[src/rtl/uhi_regs.svh]
// Register offsets, field positions and reset values of the interrupt status block
`ifndef UHI_REGS_SVH
`define UHI_REGS_SVH
`define UHI_ADDR_W        32
`define UHI_OFS_STATUS    32'h8002000c
`define UHI_OFS_EN_SET    32'h80020010
`define UHI_OFS_EN_CLR    32'h80020014
`define UHI_OFS_BASE      32'h80020018
`define UHI_OFS_PERIOD    32'h8002001c
`define UHI_OFS_OVR_CNT   32'h80020040
`define UHI_BIT_OVERRUN   0
`define UHI_BIT_WRITEBACK 1
`define UHI_BIT_FRAME     2
`define UHI_BIT_RESUME    3
`define UHI_BIT_FATAL     4
`define UHI_BIT_WRAP      5
`define UHI_BIT_HUB       6
`define UHI_BIT_OWNER     30
`define UHI_BIT_MASTER    31
`define UHI_FLAG_MASK     32'h4000007f
`define UHI_EN_MASK       32'hc000007f
`define UHI_BASE_MASK     32'hffffff00
`define UHI_PTR_MASK      32'hfffffff0
`define UHI_RESET_VAL     32'h00000000
`endif

[src/rtl/uhi_pkg.sv]
// Types shared by the interrupt status block
package uhi_pkg;
  typedef logic [31:0] uhi_word_t;
  typedef logic [1:0]  uhi_count_t;
endpackage : uhi_pkg

[src/rtl/uhi_irq_status.sv]
// Interrupt status, enables, shared area base and periodic pointer of a USB host controller
`timescale 1ns/1ps
`include "uhi_regs.svh"

module uhi_irq_status
  import uhi_pkg::*;
#(
  parameter bit HAS_SMI_PIN = 1'b1
) (
  input  wire logic        clock,
  input  wire logic        rst,
  input  wire logic        clkEn,
  input  wire logic        softReset,
  input  wire logic [31:0] regAddr,
  input  wire logic [31:0] regWrData,
  input  wire logic        regWrite,
  input  wire logic        regRead,
  output logic      [31:0] regRdData,
  input  wire logic        overrunEvent,
  input  wire logic        frameCountWritten,
  input  wire logic        doneHeadWritten,
  input  wire logic        frameStart,
  input  wire logic [15:0] frameCount,
  input  wire logic        deviceResume,
  input  wire logic        resumeStateBySw,
  input  wire logic        systemError,
  input  wire logic        hubChange,
  input  wire logic        ownershipRequest,
  input  wire logic        irqRoutingSelect,
  input  wire logic        periodicDone,
  input  wire logic [31:0] periodicDescriptor,
  output logic             busIrq,
  output logic             systemMgmtIrq,
  output logic             sofToken,
  output logic             doneHeadWriteAllowed,
  output logic             haltProcessing,
  output logic [31:0]      sharedAreaBase,
  output logic [1:0]       overrunCounter
);

  uhi_word_t  flags_reg;
  uhi_word_t  flags_next;
  uhi_word_t  enable_reg;
  uhi_word_t  enable_next;
  uhi_word_t  base_reg;
  uhi_word_t  period_reg;
  uhi_count_t ovrCnt_reg;
  logic       resume_reg;
  logic       msb_reg;
  logic       busIrq_reg;
  logic       smi_reg;
  logic       sof_reg;
  logic       dhAllowed_reg;

  function automatic logic hit(input logic [31:0] a, input logic [31:0] ofs);
    hit = (a == ofs);
  endfunction : hit

  // Decoded write strobes
  wire logic wrStatus = regWrite && hit(regAddr, `UHI_OFS_STATUS);
  wire logic wrEnSet  = regWrite && hit(regAddr, `UHI_OFS_EN_SET);
  wire logic wrEnClr  = regWrite && hit(regAddr, `UHI_OFS_EN_CLR);
  wire logic wrBase   = regWrite && hit(regAddr, `UHI_OFS_BASE);

  // Frame-count related events wait for the shared-area update strobe
  wire logic overrunSet = overrunEvent && frameCountWritten;
  wire logic frameSet   = frameStart && frameCountWritten;
  wire logic wrapSet    = frameCountWritten && (frameCount[15] != msb_reg);
  // Software entering resume itself gives no edge
  wire logic resumeSet  = deviceResume && !resume_reg && !resumeStateBySw;
  wire logic ownerSet   = ownershipRequest && HAS_SMI_PIN;
  // No token goes out while a fatal error holds the controller
  wire logic sofGo      = frameSet && !flags_reg[`UHI_BIT_FATAL];

  uhi_word_t setVec;
  assign setVec = (32'(overrunSet) << `UHI_BIT_OVERRUN)
                | (32'(doneHeadWritten && doneHeadWriteAllowed) << `UHI_BIT_WRITEBACK)
                | (32'(frameSet) << `UHI_BIT_FRAME)
                | (32'(resumeSet) << `UHI_BIT_RESUME)
                | (32'(systemError) << `UHI_BIT_FATAL)
                | (32'(wrapSet) << `UHI_BIT_WRAP)
                | (32'(hubChange) << `UHI_BIT_HUB)
                | (32'(ownerSet) << `UHI_BIT_OWNER);

  // Set has priority over a write-one clear in the same cycle
  wire uhi_word_t clrVec = wrStatus ? regWrData : '0;
  assign flags_next = ((flags_reg & ~clrVec) | setVec) & `UHI_FLAG_MASK;

  // Writing zero never touches an enable; disable wins over set in the same cycle
  assign enable_next = ((enable_reg | (wrEnSet ? regWrData : '0))
                        & ~(wrEnClr ? regWrData : '0)) & `UHI_EN_MASK;

  wire logic anyPending = |(flags_reg & enable_reg & `UHI_FLAG_MASK);
  wire logic irqActive  = enable_reg[`UHI_BIT_MASTER] && anyPending;
  wire logic ownerNow   = flags_reg[`UHI_BIT_OWNER] && enable_reg[`UHI_BIT_OWNER];

  // Read mux; unmapped and reserved bits read as zero
  uhi_word_t rdMux;
  always_comb begin
    rdMux = '0;
    if (hit(regAddr, `UHI_OFS_STATUS)) begin
      rdMux = flags_reg;
    end else if (hit(regAddr, `UHI_OFS_EN_SET) || hit(regAddr, `UHI_OFS_EN_CLR)) begin
      rdMux = enable_reg;
    end else if (hit(regAddr, `UHI_OFS_BASE)) begin
      rdMux = base_reg;
    end else if (hit(regAddr, `UHI_OFS_PERIOD)) begin
      rdMux = period_reg;
    end else if (hit(regAddr, `UHI_OFS_OVR_CNT)) begin
      rdMux = {30'h0, ovrCnt_reg};
    end
  end

  // Software reset clears the status and enables but keeps the base pointer
  always_ff @(posedge clock or posedge rst) begin
    if (rst) begin
      flags_reg  <= `UHI_RESET_VAL;
      enable_reg <= `UHI_RESET_VAL;
      ovrCnt_reg <= 2'h0;
      resume_reg <= 1'b0;
      msb_reg    <= 1'b0;
    end else if (clkEn) begin
      flags_reg  <= softReset ? `UHI_RESET_VAL : flags_next;
      enable_reg <= softReset ? `UHI_RESET_VAL : enable_next;
      if (softReset) begin
        ovrCnt_reg <= 2'h0;
      end else if (overrunSet) begin
        ovrCnt_reg <= ovrCnt_reg + 2'h1;
      end
      resume_reg <= deviceResume;
      if (frameCountWritten) begin
        msb_reg <= frameCount[15];
      end
    end
  end

  always_ff @(posedge clock or posedge rst) begin
    if (rst) begin
      base_reg   <= `UHI_RESET_VAL;
      period_reg <= `UHI_RESET_VAL;
    end else if (clkEn) begin
      if (wrBase) begin
        base_reg <= regWrData & `UHI_BASE_MASK;
      end
      if (periodicDone) begin
        period_reg <= periodicDescriptor & `UHI_PTR_MASK;
      end
    end
  end

  always_ff @(posedge clock or posedge rst) begin
    if (rst) begin
      regRdData  <= `UHI_RESET_VAL;
      busIrq_reg <= 1'b0;
      smi_reg    <= 1'b0;
      sof_reg    <= 1'b0;
    end else if (clkEn) begin
      regRdData  <= regRead ? rdMux : '0;
      busIrq_reg <= irqActive && !irqRoutingSelect;
      smi_reg    <= (irqActive && irqRoutingSelect) || ownerNow;
      sof_reg    <= sofGo;
    end
  end

  // Own flop so the permission pin is a register output, not an inverter
  always_ff @(posedge clock or posedge rst) begin
    if (rst) begin
      dhAllowed_reg <= 1'b1;
    end else if (clkEn) begin
      dhAllowed_reg <= softReset || !flags_next[`UHI_BIT_WRITEBACK];
    end
  end

  assign busIrq               = busIrq_reg;
  assign systemMgmtIrq        = smi_reg;
  assign sofToken             = sof_reg;
  assign doneHeadWriteAllowed = dhAllowed_reg;
  assign haltProcessing       = flags_reg[`UHI_BIT_FATAL];
  assign sharedAreaBase       = base_reg;
  assign overrunCounter       = ovrCnt_reg;

  // Checks
  AST_OVR_FLAG: assert property (@(posedge clock) disable iff (rst)
    clkEn && !softReset && overrunSet |=> flags_reg[`UHI_BIT_OVERRUN])
    else $error("overrun flag not set");
  AST_OVR_CNT: assert property (@(posedge clock) disable iff (rst)
    clkEn && !softReset && overrunSet |=> ovrCnt_reg == $past(ovrCnt_reg) + 2'h1)
    else $error("overrun counter did not step");
  AST_WB_HOLD: assert property (@(posedge clock) disable iff (rst)
    flags_reg[`UHI_BIT_WRITEBACK] |-> !doneHeadWriteAllowed)
    else $error("done head write allowed while flag set");
  AST_SOF: assert property (@(posedge clock) disable iff (rst)
    clkEn && !softReset && frameSet && !flags_reg[`UHI_BIT_FATAL]
    |=> sofToken && flags_reg[`UHI_BIT_FRAME])
    else $error("frame start without token");
  AST_RESUME: assert property (@(posedge clock) disable iff (rst)
    clkEn && !softReset && !flags_reg[`UHI_BIT_RESUME] && !resumeSet
    |=> !flags_reg[`UHI_BIT_RESUME])
    else $error("resume flag set without edge");
  AST_HALT: assert property (@(posedge clock) disable iff (rst)
    clkEn && !softReset && systemError |=> haltProcessing)
    else $error("fatal error did not halt");
  AST_OWNER0: assert property (@(posedge clock) disable iff (rst)
    !HAS_SMI_PIN |-> !flags_reg[`UHI_BIT_OWNER])
    else $error("ownership flag set without pin");
  AST_MASTER0: assert property (@(posedge clock) disable iff (rst)
    clkEn && !softReset && wrEnSet && !regWrData[`UHI_BIT_MASTER] && enable_reg[`UHI_BIT_MASTER]
    |=> enable_reg[`UHI_BIT_MASTER])
    else $error("zero write cleared master enable");
  AST_DISABLE: assert property (@(posedge clock) disable iff (rst)
    clkEn && wrEnClr && regWrData[`UHI_BIT_MASTER] |=> !enable_reg[`UHI_BIT_MASTER])
    else $error("disable did not clear master");
  AST_SET_WINS: assert property (@(posedge clock) disable iff (rst)
    clkEn && !softReset && wrStatus && systemError |=> flags_reg[`UHI_BIT_FATAL])
    else $error("clear beat set");
  AST_IRQ: assert property (@(posedge clock) disable iff (rst)
    clkEn && irqActive && !irqRoutingSelect |=> busIrq)
    else $error("bus irq missing");
  AST_NO_IRQ: assert property (@(posedge clock) disable iff (rst)
    clkEn && irqRoutingSelect |=> !busIrq)
    else $error("bus irq while routed to smi");
  AST_BASE: assert property (@(posedge clock) disable iff (rst)
    clkEn && wrBase |=> sharedAreaBase == ($past(regWrData) & `UHI_BASE_MASK))
    else $error("base not stored");
  AST_OVR_GATE: assert property (@(posedge clock) disable iff (rst)
    clkEn && !frameCountWritten && !flags_reg[`UHI_BIT_OVERRUN]
    |=> !flags_reg[`UHI_BIT_OVERRUN])
    else $error("overrun flag set without frame count write");
  AST_WB_ONCE: assert property (@(posedge clock) disable iff (rst)
    clkEn && !softReset && !wrStatus && flags_reg[`UHI_BIT_WRITEBACK]
    |=> flags_reg[`UHI_BIT_WRITEBACK])
    else $error("writeback flag dropped without clear");
  AST_FRAME_GATE: assert property (@(posedge clock) disable iff (rst)
    clkEn && !frameCountWritten |=> !sofToken)
    else $error("token without frame count write");
  AST_RESUME_SET: assert property (@(posedge clock) disable iff (rst)
    clkEn && !softReset && resumeSet |=> flags_reg[`UHI_BIT_RESUME])
    else $error("resume edge not flagged");
  AST_HALT_SOF: assert property (@(posedge clock) disable iff (rst)
    clkEn && flags_reg[`UHI_BIT_FATAL] |=> !sofToken)
    else $error("token sent while halted");
  AST_WRAP: assert property (@(posedge clock) disable iff (rst)
    clkEn && !softReset && wrapSet |=> flags_reg[`UHI_BIT_WRAP])
    else $error("frame wrap not flagged");
  AST_HUB: assert property (@(posedge clock) disable iff (rst)
    clkEn && !softReset && hubChange |=> flags_reg[`UHI_BIT_HUB])
    else $error("hub change not flagged");
  AST_OWNER: assert property (@(posedge clock) disable iff (rst)
    clkEn && !softReset && ownerSet |=> flags_reg[`UHI_BIT_OWNER])
    else $error("ownership request not flagged");
  AST_SMI: assert property (@(posedge clock) disable iff (rst)
    clkEn && ownerNow |=> systemMgmtIrq)
    else $error("ownership change gave no smi");
  AST_EN_SET: assert property (@(posedge clock) disable iff (rst)
    clkEn && !softReset && wrEnSet
    |=> (enable_reg & $past(regWrData) & `UHI_EN_MASK) == ($past(regWrData) & `UHI_EN_MASK))
    else $error("enable not set");
  AST_MASTER1: assert property (@(posedge clock) disable iff (rst)
    clkEn && !softReset && wrEnSet && regWrData[`UHI_BIT_MASTER] |=> enable_reg[`UHI_BIT_MASTER])
    else $error("master enable not set");
  AST_DIS_KEEP: assert property (@(posedge clock) disable iff (rst)
    clkEn && !softReset && wrEnClr && !regWrData[`UHI_BIT_HUB] && enable_reg[`UHI_BIT_HUB]
    |=> enable_reg[`UHI_BIT_HUB])
    else $error("zero disable bit cleared enable");
  AST_SMI_ROUTE: assert property (@(posedge clock) disable iff (rst)
    clkEn && irqActive && irqRoutingSelect |=> systemMgmtIrq)
    else $error("routed irq missing on smi");
  AST_BASE_KEEP: assert property (@(posedge clock) disable iff (rst)
    clkEn && !wrBase |=> sharedAreaBase == $past(sharedAreaBase))
    else $error("base changed without write");
  AST_PERIOD: assert property (@(posedge clock) disable iff (rst)
    clkEn && periodicDone |=> period_reg == ($past(periodicDescriptor) & `UHI_PTR_MASK))
    else $error("periodic pointer not loaded");
  AST_RSVD: assert property (@(posedge clock) disable iff (rst)
    clkEn && regRead && hit(regAddr, `UHI_OFS_STATUS)
    |=> (regRdData & ~`UHI_FLAG_MASK) == '0)
    else $error("reserved status bits not zero");
  AST_CLEAR: assert property (@(posedge clock) disable iff (rst)
    clkEn && !softReset && wrStatus && setVec == '0
    |=> (flags_reg & $past(regWrData)) == '0)
    else $error("write one did not clear flag");
  AST_NO_IRQ0: assert property (@(posedge clock) disable iff (rst)
    clkEn && !irqActive && !ownerNow |=> !busIrq && !systemMgmtIrq)
    else $error("irq without enabled pending flag");

  COV_IRQ:    cover property (@(posedge clock) disable iff (rst) busIrq);
  COV_SMI:    cover property (@(posedge clock) disable iff (rst) systemMgmtIrq);
  COV_WRAP:   cover property (@(posedge clock) disable iff (rst) ovrCnt_reg == 2'h3 ##1 ovrCnt_reg == 2'h0);
  COV_SETCLR: cover property (@(posedge clock) disable iff (rst) wrStatus && |setVec);
  COV_HALT:   cover property (@(posedge clock) disable iff (rst) haltProcessing && frameSet);

endmodule : uhi_irq_status

[config.mk]
export PLATFORM = sky130hd
export DESIGN_NAME = uhi_irq_status
export DESIGN_NICKNAME = d
export VERILOG_FILES = /design/src/rtl/uhi_pkg.sv /design/src/rtl/uhi_irq_status.sv
export VERILOG_INCLUDE_DIRS = /design/src /design/src/rtl
export SDC_FILE = /design/constraint.sdc
export NUM_CORES = 1
export LEC_CHECK = 0
export BUFFER_PORTS_ARGS = -buffer_cell sky130_fd_sc_hd__buf_2
export CORE_ASPECT_RATIO = 0.8
export CORE_MARGIN = 5
export CORE_UTILIZATION = 44
export DETAILED_ROUTE_END_ITERATION = 6
export GPL_TIMING_DRIVEN = 0
export HOLD_SLACK_MARGIN = 0.12
export PLACE_DENSITY = 0.77
export SLEW_MARGIN = 25
export SYNTH_ARGS = -nofsm -noshare
export SYNTH_HDL_FRONTEND = slang
export SYNTH_SLANG_ARGS = --single-unit
[constraint.sdc]
create_clock -name clock -period 3.4 [get_ports clock]
set_clock_uncertainty 0.15 [all_clocks]
set_input_delay 0.68 -clock clock [delete_from_list [all_inputs] [get_ports clock]]
set_output_delay 0.68 -clock clock [all_outputs]
set_load 0.005 [all_outputs]
## Word-level counts from Yosys, hierarchy flattened

Index checks and enable logic that the tools add are counted.

| operators by class | value |
|---|---|
| eq/ne operators | 7 |
| reductions and logical operators | 29 |
| $add $sub $neg | 1 |
| multiplexer cells | 13 |
| bitwise operators | 14 |

Operators by type and width:

| cell | number |
|---|---|
| 32-bit 2-to-1 mux | 8 |
| 32-bit == test, second input constant | 6 |
| 31-bit bitwise AND | 2 |
| 31-bit 2-to-1 mux | 2 |
| 32-bit bitwise AND | 1 |
| 32-bit inverter | 1 |
| 32-bit bitwise OR | 1 |
| 31-bit inverter | 1 |
| 31-bit bitwise OR | 1 |
| 7-bit by 31-bit bitwise OR with 31-bit output | 1 |
| 1-bit logical AND | 15 |
| 2-bit AND reduction | 4 |
| 8-bit OR reduction | 1 |
| 6-bit by 7-bit bitwise OR with 7-bit output | 1 |
| 2-bit 2-to-1 mux | 3 |
| 5-bit by 6-bit bitwise OR with 6-bit output | 1 |
| 1-bit logical NOT | 5 |
| 4-bit by 5-bit bitwise OR with 5-bit output | 1 |
| 3-bit by 4-bit bitwise OR with 4-bit output | 1 |
| 1-bit logical OR | 3 |
| 2-bit by 3-bit bitwise OR with 3-bit output | 1 |
| 2-bit by 1-bit adder with 2-bit output, second input constant | 1 |
| 1-bit by 2-bit bitwise OR with 2-bit output | 1 |
| 2-bit nonzero test | 1 |
| 1-bit != test | 1 |

| storage, ports and cells | value |
|---|---|
| output and inout bits | 71 |
| word-level logic and storage cells | 76 |
| register bits | 155 |
| input bits | 129 |

## Depth between registers and ports, before layout

Gate-level depths: netlist of run 1.

| depth | value |
|---|---|
| depth after elaboration | 11 |
| gate-level depth with buffers | 7 |
| depth with buffers taken out | 5 |

## Worst setup path before layout of run 1

No wires, ideal clock.

| path | value |
|---|---|
| kind | in2reg |
| from | in regAddr[13] |
| to | reg base_reg[10], in the netlist sharedAreaBase[10] |
| slack | 613 ps |
| buffers on the path | 2 |
| library setup time | 125 ps |
| arrival | 2,512 ps |
| data required time | 3,125 ps |
| cell stages on the path | 7 |
| cells stage by stage | or4_4 > nor4_4 > and2_4 > and4_4 > buf_8 > buf_12 > mux2_4 |

| on the way | value |
|---|---|
| word-level cells in the longest chain between the ends | 3 |

RTL lines:

| what | line | RTL |
|---|---|---|
| start: declaration | uhi_irq_status.sv:14 | `input wire logic [31:0] regAddr,` |
| 32-bit == test | uhi_irq_status.sv:56 | `hit = (a == ofs);` |
| 1-bit logical AND | uhi_irq_status.sv:63 | `` wire logic wrBase = regWrite && hit(regAddr, `UHI_OFS_BASE); `` |
| 2-bit AND reduction (no source line) | n/a |  |
| end signal: assignment | uhi_irq_status.sv:139 | `` base_reg <= `UHI_RESET_VAL; `` |
| end signal: assignment | uhi_irq_status.sv:143 | `` base_reg <= regWrData & `UHI_BASE_MASK; `` |
| end: declaration | uhi_irq_status.sv:45 | `uhi_word_t base_reg;` |

No other way between the ends.
A chain may end at the register's enable or synchronous reset.

## Worst setup path after layout of run 1

| path | value |
|---|---|
| from | in regAddr[6] |
| to | reg enable_reg[5] |

| on the way | value |
|---|---|
| word-level cells in the longest chain between the ends | 6 |
| elaborated cells between the ends (all ways) | 10 |
| classes of those cells | 2 x eq/ne; 3 x mux; 3 x bitwise; 2 x reduce/logical |

RTL lines:

| what | line | RTL |
|---|---|---|
| 32-bit == test | uhi_irq_status.sv:56 |  |
| 1-bit logical AND, on equally long branches | uhi_irq_status.sv:61, uhi_irq_status.sv:62 |  |
| 32-bit 2-to-1 mux, on equally long branches | uhi_irq_status.sv:90, uhi_irq_status.sv:91 |  |
| 32-bit bitwise OR / 32-bit inverter (equally long branches) | uhi_irq_status.sv:90, uhi_irq_status.sv:91 |  |
| 32-bit bitwise AND * | uhi_irq_status.sv:91 | `` & ~(wrEnClr ? regWrData : '0)) & `UHI_EN_MASK; `` |
| 32-bit 2-to-1 mux * | uhi_irq_status.sv:124 | `` enable_reg <= softReset ? `UHI_RESET_VAL : enable_next; `` |
| end signal: assignment | uhi_irq_status.sv:118 | `` enable_reg <= `UHI_RESET_VAL; `` |
| end signal: assignment | uhi_irq_status.sv:124 |  |
| end: declaration | uhi_irq_status.sv:43 | `uhi_word_t enable_reg;` |

Every way passes the cells marked *; elsewhere a longest branch is shown, timed or not.

==> results of run 1 <==
## worst max-delay path by stage
| stage | endpoint | start | slack (ns) |
|---|---|---|---|
| after global routing | enable_reg[5]$_DFFE_PP0P_ | regAddr[6] | 0.39 |
| after global placement | regRdData[17]$_DFFE_PP0P_ | regAddr[9] | 0.31 |
| after CTS | regRdData[17]$_DFFE_PP0P_ | regAddr[9] | 0.61 |
| after detailed placement | regRdData[17]$_DFFE_PP0P_ | regAddr[9] | 0.26 |
| after floorplan | sharedAreaBase[10]$_DFFE_PP0P_ | regAddr[13] | 0.61 |
| final | enable_reg[5]$_DFFE_PP0P_ | regAddr[6] | 0.56 |
## per-layer routing
metal	up-vias	part of all wire [%]	wire (um)
met4	0	1.4	201
met5	-	0	0
met1	2073	43	6084
li1	1856	-	-
met2	208	46	6616
met3	19	9.7	1381
## worst register-to-register path, delay by kind of cell, from the launching register on
| family | cells | cell delay (ns) |
|---|---|---|
| flops | 1 | 0.41 |
| simple gates | 1 | 0.13 |
| compound gates | 4 | 0.83 |
## power by group
part | switching (mW) | total [mW] | internal [mW]
combinational | 0.132 | 0.271 | 0.139
sequential | 0.0535 | 1.42 | 1.37
clock | 0.444 | 0.996 | 0.552
total | 0.630 | 2.69 | 2.06
## cells by family (layout without fill, tap and decap cells)
| family | count (synthesis) | count (layout) |
|---|---|---|
| AOI/OAI and AO/OA | 100 | 100 |
| xor gates and xnor gates | 1 | 1 |
| buffers and inverters | 37 | 224 |
| DFF | 109 | 109 |
| muxes | 56 | 56 |
| other | 1 | 8 |
| and+or+nand+nor | 96 | 96 |
## area by class of cell
type	count	share of cell area, %
flip-flops and latches	109	42.63
multi-input cells	261	32.31
repair buffers	172	14.15
clock buffers	12	4.163
plain buffers	30	3.147
well taps	144	2.815
inverters	7	0.4691
clock inverters	3	0.3127
## cells in the final DEF, fill, tap and decap left out, types with 9 or more instances in the layout
cell         n
dfrtp_1    108
a31oi_1     10
o21ai_0      9
a21oi_1     10
buf_4       11
nand2_1     34
nor2b_1     23
buf_2      172
a221o_1     22
clkbuf_16    9
clkbuf_1    13
mux2_4      20
a21o_1      10
nor2_1      10
mux2_2      34
## through the flow
| step | std cells | setup slack [ns] | area [um2] | power (mW) | utilization, % |
|---|---|---|---|---|---|
| final | 738 | 0.5638 | 6401 | 2.690 | 58.32 |
| after global routing | 738 | 0.3945 | 6401 | 2.800 | 58.32 |
| after CTS | 738 | 0.6113 | 6401 | 2.720 | 58.32 |
| after detailed placement | 723 | 0.2568 | 6115 | 1.718 | 55.71 |
| after global placement | 720 | 0.3068 | 6055 | 1.693 | 55.16 |
| after floorplan | 407 | 0.6133 | 5029 | 1.579 | - |
==> out/qor.csv, run 1 <==
metric,value,unit
status,finished clean,
max_freq,352.6,MHz
cp_slowest_cell,nor4b_1,
synth-simple-area-share,10.96,%
yosysSeqAreaShare,54.59,%
cp-start-kind,input port,
yosys.area_share.xor_xnor,0.1752,%
min_path_type,input port to asynchronous set/reset pin,
avgViaCountPerCell,5.631,
die_y,105.3,um
post-cts-setup-buffer-count,0,
fin_hold_ws,0.2339,ns
slew_viol_final,0,
muxShareOfSynthArea,14.07,%
timing.rr.end,systemMgmtIrq$_DFFE_PP0P_,
tightest_slew,0.6336,ns
cts_tree,yes,
vias,4156,
crit_family,simple AND/OR/NAND/NOR gates,
r2r_slack,1.77,ns
hold_buffers,0,
synth_top_family_by_area,compound AO/OA/AOI/OAI gates,
fin_nets,719,
grt_overflow,0,
finalCritPeriodShare,83.42,%
gr-usage-met2,32.32,%
drt_first_pass_iters,5,
setup_violations,0,
portBuffers,169,
synth_edf_count,0,
cp.arrival,2.96,ns
cp_num_cells,8,
finalHoldViolCount,0,
critical_path_required,3.53,ns
rsz0062_at_grt,no,
reg2regPathDepth,5,
critical_path_class,input port to flop,
area_growth,28.06,%
crit_fanout,10,
use_met1,28.37,%
drv_cap,0,
synth-async-reset-ratio,100.0,%
cts.sinks,109,
die-width,129.2,um
coreArea,10980,um2
avgSynthCellArea,12.50,um2
synthCells,400,
synth_warnings,0,
synthFlopType,dfrtp_1,
netlist_area,4999,um2
initial_core_util,45.54,%
num_rows,34,
drive_gt1_share,45.29,%
num_antenna_cells,0,
pin_count,200,
wl_per_cell,19.35,um
path_cells,buf_2 -> nor4b_1 -> nor2b_1 -> clkbuf_1 -> and4_1 -> buf_4 -> nor3b_4 -> a21o_1,
drt_wl_total,14.28,mm
critPathMaxStageDelay,0.50,ns
min_period,2.836,ns
first_iter_violations,229,
yosys.area.top_type,dfrtp_1,
die-area,13600,um2
drcViolationCount,0,
cts_made_buffers,9,
fillCellCount,938,
synth.distinct_cells,55,
clk_latency,0.34,ns
yosysMostFrequentCell,dfrtp_1,
antenna_found_initial,0,
cp-end-kind,flop,
multi_input_area,2068,um2
met3_usage,5.713,%
grt_usage,20.51,%
seqCellArea,2729,um2
fin_setup_tns,0,ns
powerDensity,420.3,nW/um2
ys_seq_elements,109,
synth_compound_area_share,15.57,%
clk_pin_slew,0.07,ns
grt-busiest-layer,met2,
ys_top_cells_by_area,"dfrtp_1, mux2_2, mux2_4, a221o_1, nor2b_1",
gp_congestion,0.9304,
grt_pass1_vias,4199,
worstReg2RegStart,flags_reg[3]$_DFFE_PP0P_,
synth_common_cells,"dfrtp_1, mux2_2, nand2_1",
ant_nets,0,
p_leak,3.285,nW
grt_max_degree,34,
clockBufferDepth,2,
yosysTopAreaCellShare,54.07,%
dp.final_hpwl,11.01,mm
ir_drop,330.4,uV
ctsHtreeMaxLevel,3,
grt_pass1_wl,21.77,mm
crit_buf_inv,3,
slew-limit-headroom,57.76,%
synthAdderAreaFrac,0,%
cts_root_buf,clkbuf_16,
largest_reg_flops,32,
cts_repair_resize_count,0,
No activity file was read; power rests on OpenSTA's default activity.
==> run 2, diff against run 1 <==
ABC_AREA = 1   (was not set)
CORE_UTILIZATION = 50   (was 44)
PLACE_DENSITY = 0.81   (was 0.77)
clock period = 3 ns   (was 3.4 ns; I/O delays follow)
==> run 2 against run 1 <==
Compared with the run above:
- register-to-register slack worse by 0.08 ns
- core utilization up 5.6 points
- highest routed layer unchanged
- synthesized cell count is 74% higher
- critical path type unchanged
- combinational power increased by 24%
- hold slack improved by 0.091 ns
==> out/qor.csv, run 2 <==
metric,value,unit,change
critical_path_class,input port to flop,,
max_freq,492.0,MHz,
grt_pass1_vias,5071,,+21%
synth.distinct_cells,35,,-36%
avgSynthCellArea,7.918,um2,-37%
timing.rr.end,busIrq$_DFFE_PP0P_,,
synth_warnings,0,,unchanged
die-width,127.5,um,-1.3%
largest_reg_flops,32,,unchanged
clockBufferDepth,2,,unchanged
grt_overflow,0,,unchanged
min_period,2.033,ns,
placed_cells,1020,,+41%
yosysTopAreaCellShare,48.97,%,-5.1 points
fin_setup_tns,0,ns,unchanged
cp-start-kind,input port,,
r2r_slack,1.69,ns,-0.08 ns
cts_repair_resize_count,0,,unchanged
reg2regPathDepth,5,,unchanged
portBuffers,169,,unchanged
powerDensity,443.2,nW/um2,+5.5%
tightest_slew,0.5741,ns,-0.05956 ns
avgViaCountPerCell,5.049,,-10%
critical_path_required,3.08,ns,-0.45 ns
drcViolationCount,0,,unchanged
synth_common_cells,"nand2_1, dfrtp_1, inv_1",,
die_y,104.0,um,-1.3%
clk_pin_slew,0.08,ns,about the same
crit_start,regAddr[15],,
ctsHtreeMaxLevel,3,,unchanged
ir_drop,421.5,uV,+28%
coreArea,10850,um2,-1.2%
grt_usage,23.69,%,+3.2 points
gp_congestion,0.9162,,-1.5%
synth-async-reset-ratio,100.0,%,unchanged
ant_nets,0,,unchanged
worstReg2RegStart,flags_reg[3]$_DFFE_PP0P_,,
placed_area,6635,um2,+8.5%
first_iter_violations,480,,+110%
hold_start,regWrData[13],,
drt_wl_total,15.73,mm,+10%
drive_gt1_share,28.56,%,-17 points
vias,5246,,+26%
netlist_area,5519,um2,+10%
synthCells,697,,+74%
ys_seq_elements,109,,unchanged
final_cells,1039,,+41%
hold_depth,3,,
yosys.area.top_type,dfrtp_1,,
clk_latency,0.35,ns,about the same
rsz0062_at_grt,no,,
wl_per_cell,15.14,um,-22%
drt_first_pass_iters,5,,unchanged
antenna_found_initial,2,,+2
grt_pass1_wl,25.10,mm,+15%
die-area,13250,um2,-2.6%
cts_root_buf,clkbuf_16,,
yosysSeqAreaShare,49.44,%,-5.1 points
status,finished clean,,
area_growth,25.64,%,
pin_count,200,,unchanged
crit_fanout,5,,-5
cts_tree,yes,,
drv_cap,0,,unchanged
p_leak,3.732,nW,+14%
slew-limit-headroom,61.73,%,+4.0 points
cts_made_buffers,9,,unchanged
synthFlopType,dfrtp_1,,
cp.arrival,2.11,ns,-0.85 ns
yosysMostFrequentCell,nand2_1,,
setup_violations,0,,unchanged
fin_nets,1017,,+41%
initial_core_util,50.88,%,+5.3 points
dp.final_hpwl,12.14,mm,+10%
cp-end-kind,flop,,
synth_edf_count,0,,unchanged
worstHoldEndpoint,sharedAreaBase[13]$_DFFE_PP0P_,,
grt_max_degree,33,,-2.9%
layout_commonest_cell,nand2_1,,
finalCritPeriodShare,67.76,%,
num_rows,34,,unchanged
cts.sinks,109,,unchanged
min_path_type,input port to flop,,
finalHoldViolCount,0,,unchanged
finalInstanceArea,6934,um2,+8.3%
slew_viol_final,0,,unchanged
ys_top_cells_by_area,"dfrtp_1, nand2_1, inv_1, nand3_1, mux2_2",,
final_cell_mix,"nand2_1, buf_2, dfrtp_1, inv_1, nand3_1",,
## run 2: cell count changes after synthesis, sizes merged, moves of 9 or more
cell and delta:
a221o -22, inv +84, nand3 +62, o21ai +59, nor2b -23, a21o -10, mux2 -27, a31oi -9
nor2 +43, nand2 +176
## run 2: layout make-up
class	instances	area, um2
Fill cell	982	3914
Sequential cell	109	2729
Multi-Input combinational cell	469	2283
Timing Repair Buffer	173	915.9
Inverter	90	341.6
Clock buffer	9	225.2
Buffer	36	195.2
Tap cell	144	180.2
Clock inverter	7	58.81
Antenna cell	2	5.005
## run 2: worst max path at each step
stage | to | slack, ns | depth (start not counted)
2_1_floorplan | busIrq$_DFFE_PP0P_ | 0.94 | 1
3_3_place_gp | regRdData[23]$_DFFE_PP0P_ | 0.21 | 2
3_5_place_dp | flags_reg[3]$_DFFE_PP0P_ | 0.65 | 11
4_1_cts | sofToken$_DFFE_PP0P_ | 1.00 | 6
5_1_grt | sofToken$_DFFE_PP0P_ | 0.80 | 6
6_report | flags_reg[3]$_DFFE_PP0P_ | 0.97 | 11
## run 2: what timing repair did
action                     CTS  global route
setup endpoints to repair    0             0
buffers inserted             0             0
hold endpoints to repair    16             0
hold buffers                 1             0
## run 2: worst max-delay path, stage by stage
cell and delay [ns]:
buf_2 0.09, nor2_1 0.09, nand2_1 0.07, nor2_2 0.22, nand2_1 0.15, nor2_1 0.30, nand2_1 0.20, o21ai_0 0.21
nand2_1 0.07, nand2_1 0.05, nand2_1 0.06
## run 2: cell families (layout without fill, tap and decap cells)
| logic type | after synthesis | count (layout) | synth area share (%) |
|---|---|---|---|
| AO/OA/AOI/OAI | 90 | 90 | 8.705 |
| multiplexers | 27 | 27 | 5.509 |
| other | 1 | 10 | 0.06795 |
| XOR/XNOR | 1 | 1 | 0.1587 |
| AND/OR/NAND/NOR | 343 | 343 | 26.46 |
| flip-flops | 109 | 109 | 49.44 |
| buffers and inverters | 126 | 315 | 9.657 |
## run 2: metrics by stage
stage                     setup slack (ns)  hold WS [ns]  util [%]  total power [mW]
after floorplan                     0.9353        0.3141         -             1.799
after global placement              0.2142        0.3080     60.61             1.937
after detailed placement            0.6462        0.3103     61.16             1.957
after CTS                            1.003        0.3171     63.88             3.091
after global routing                0.8019        0.3134     63.92             3.201
final                               0.9673        0.3247     63.92             3.073
## run 2: layer usage
layer | share of wire, % | vias to the layer above | GRT usage [%]
li1 | - | 2576 | -
met1 | 42 | 2423 | 31.77
met2 | 47 | 227 | 37.11
met3 | 9.7 | 20 | 8.316
met4 | 1.5 | 0 | 5.207
met5 | 0 | - | 0
## run 2: power breakdown
group / switching (mW) / internal (mW)
registers: 0.0494 / 1.55
clock network: 0.565 / 0.577
logic: 0.182 / 0.153
total: 0.797 / 2.28
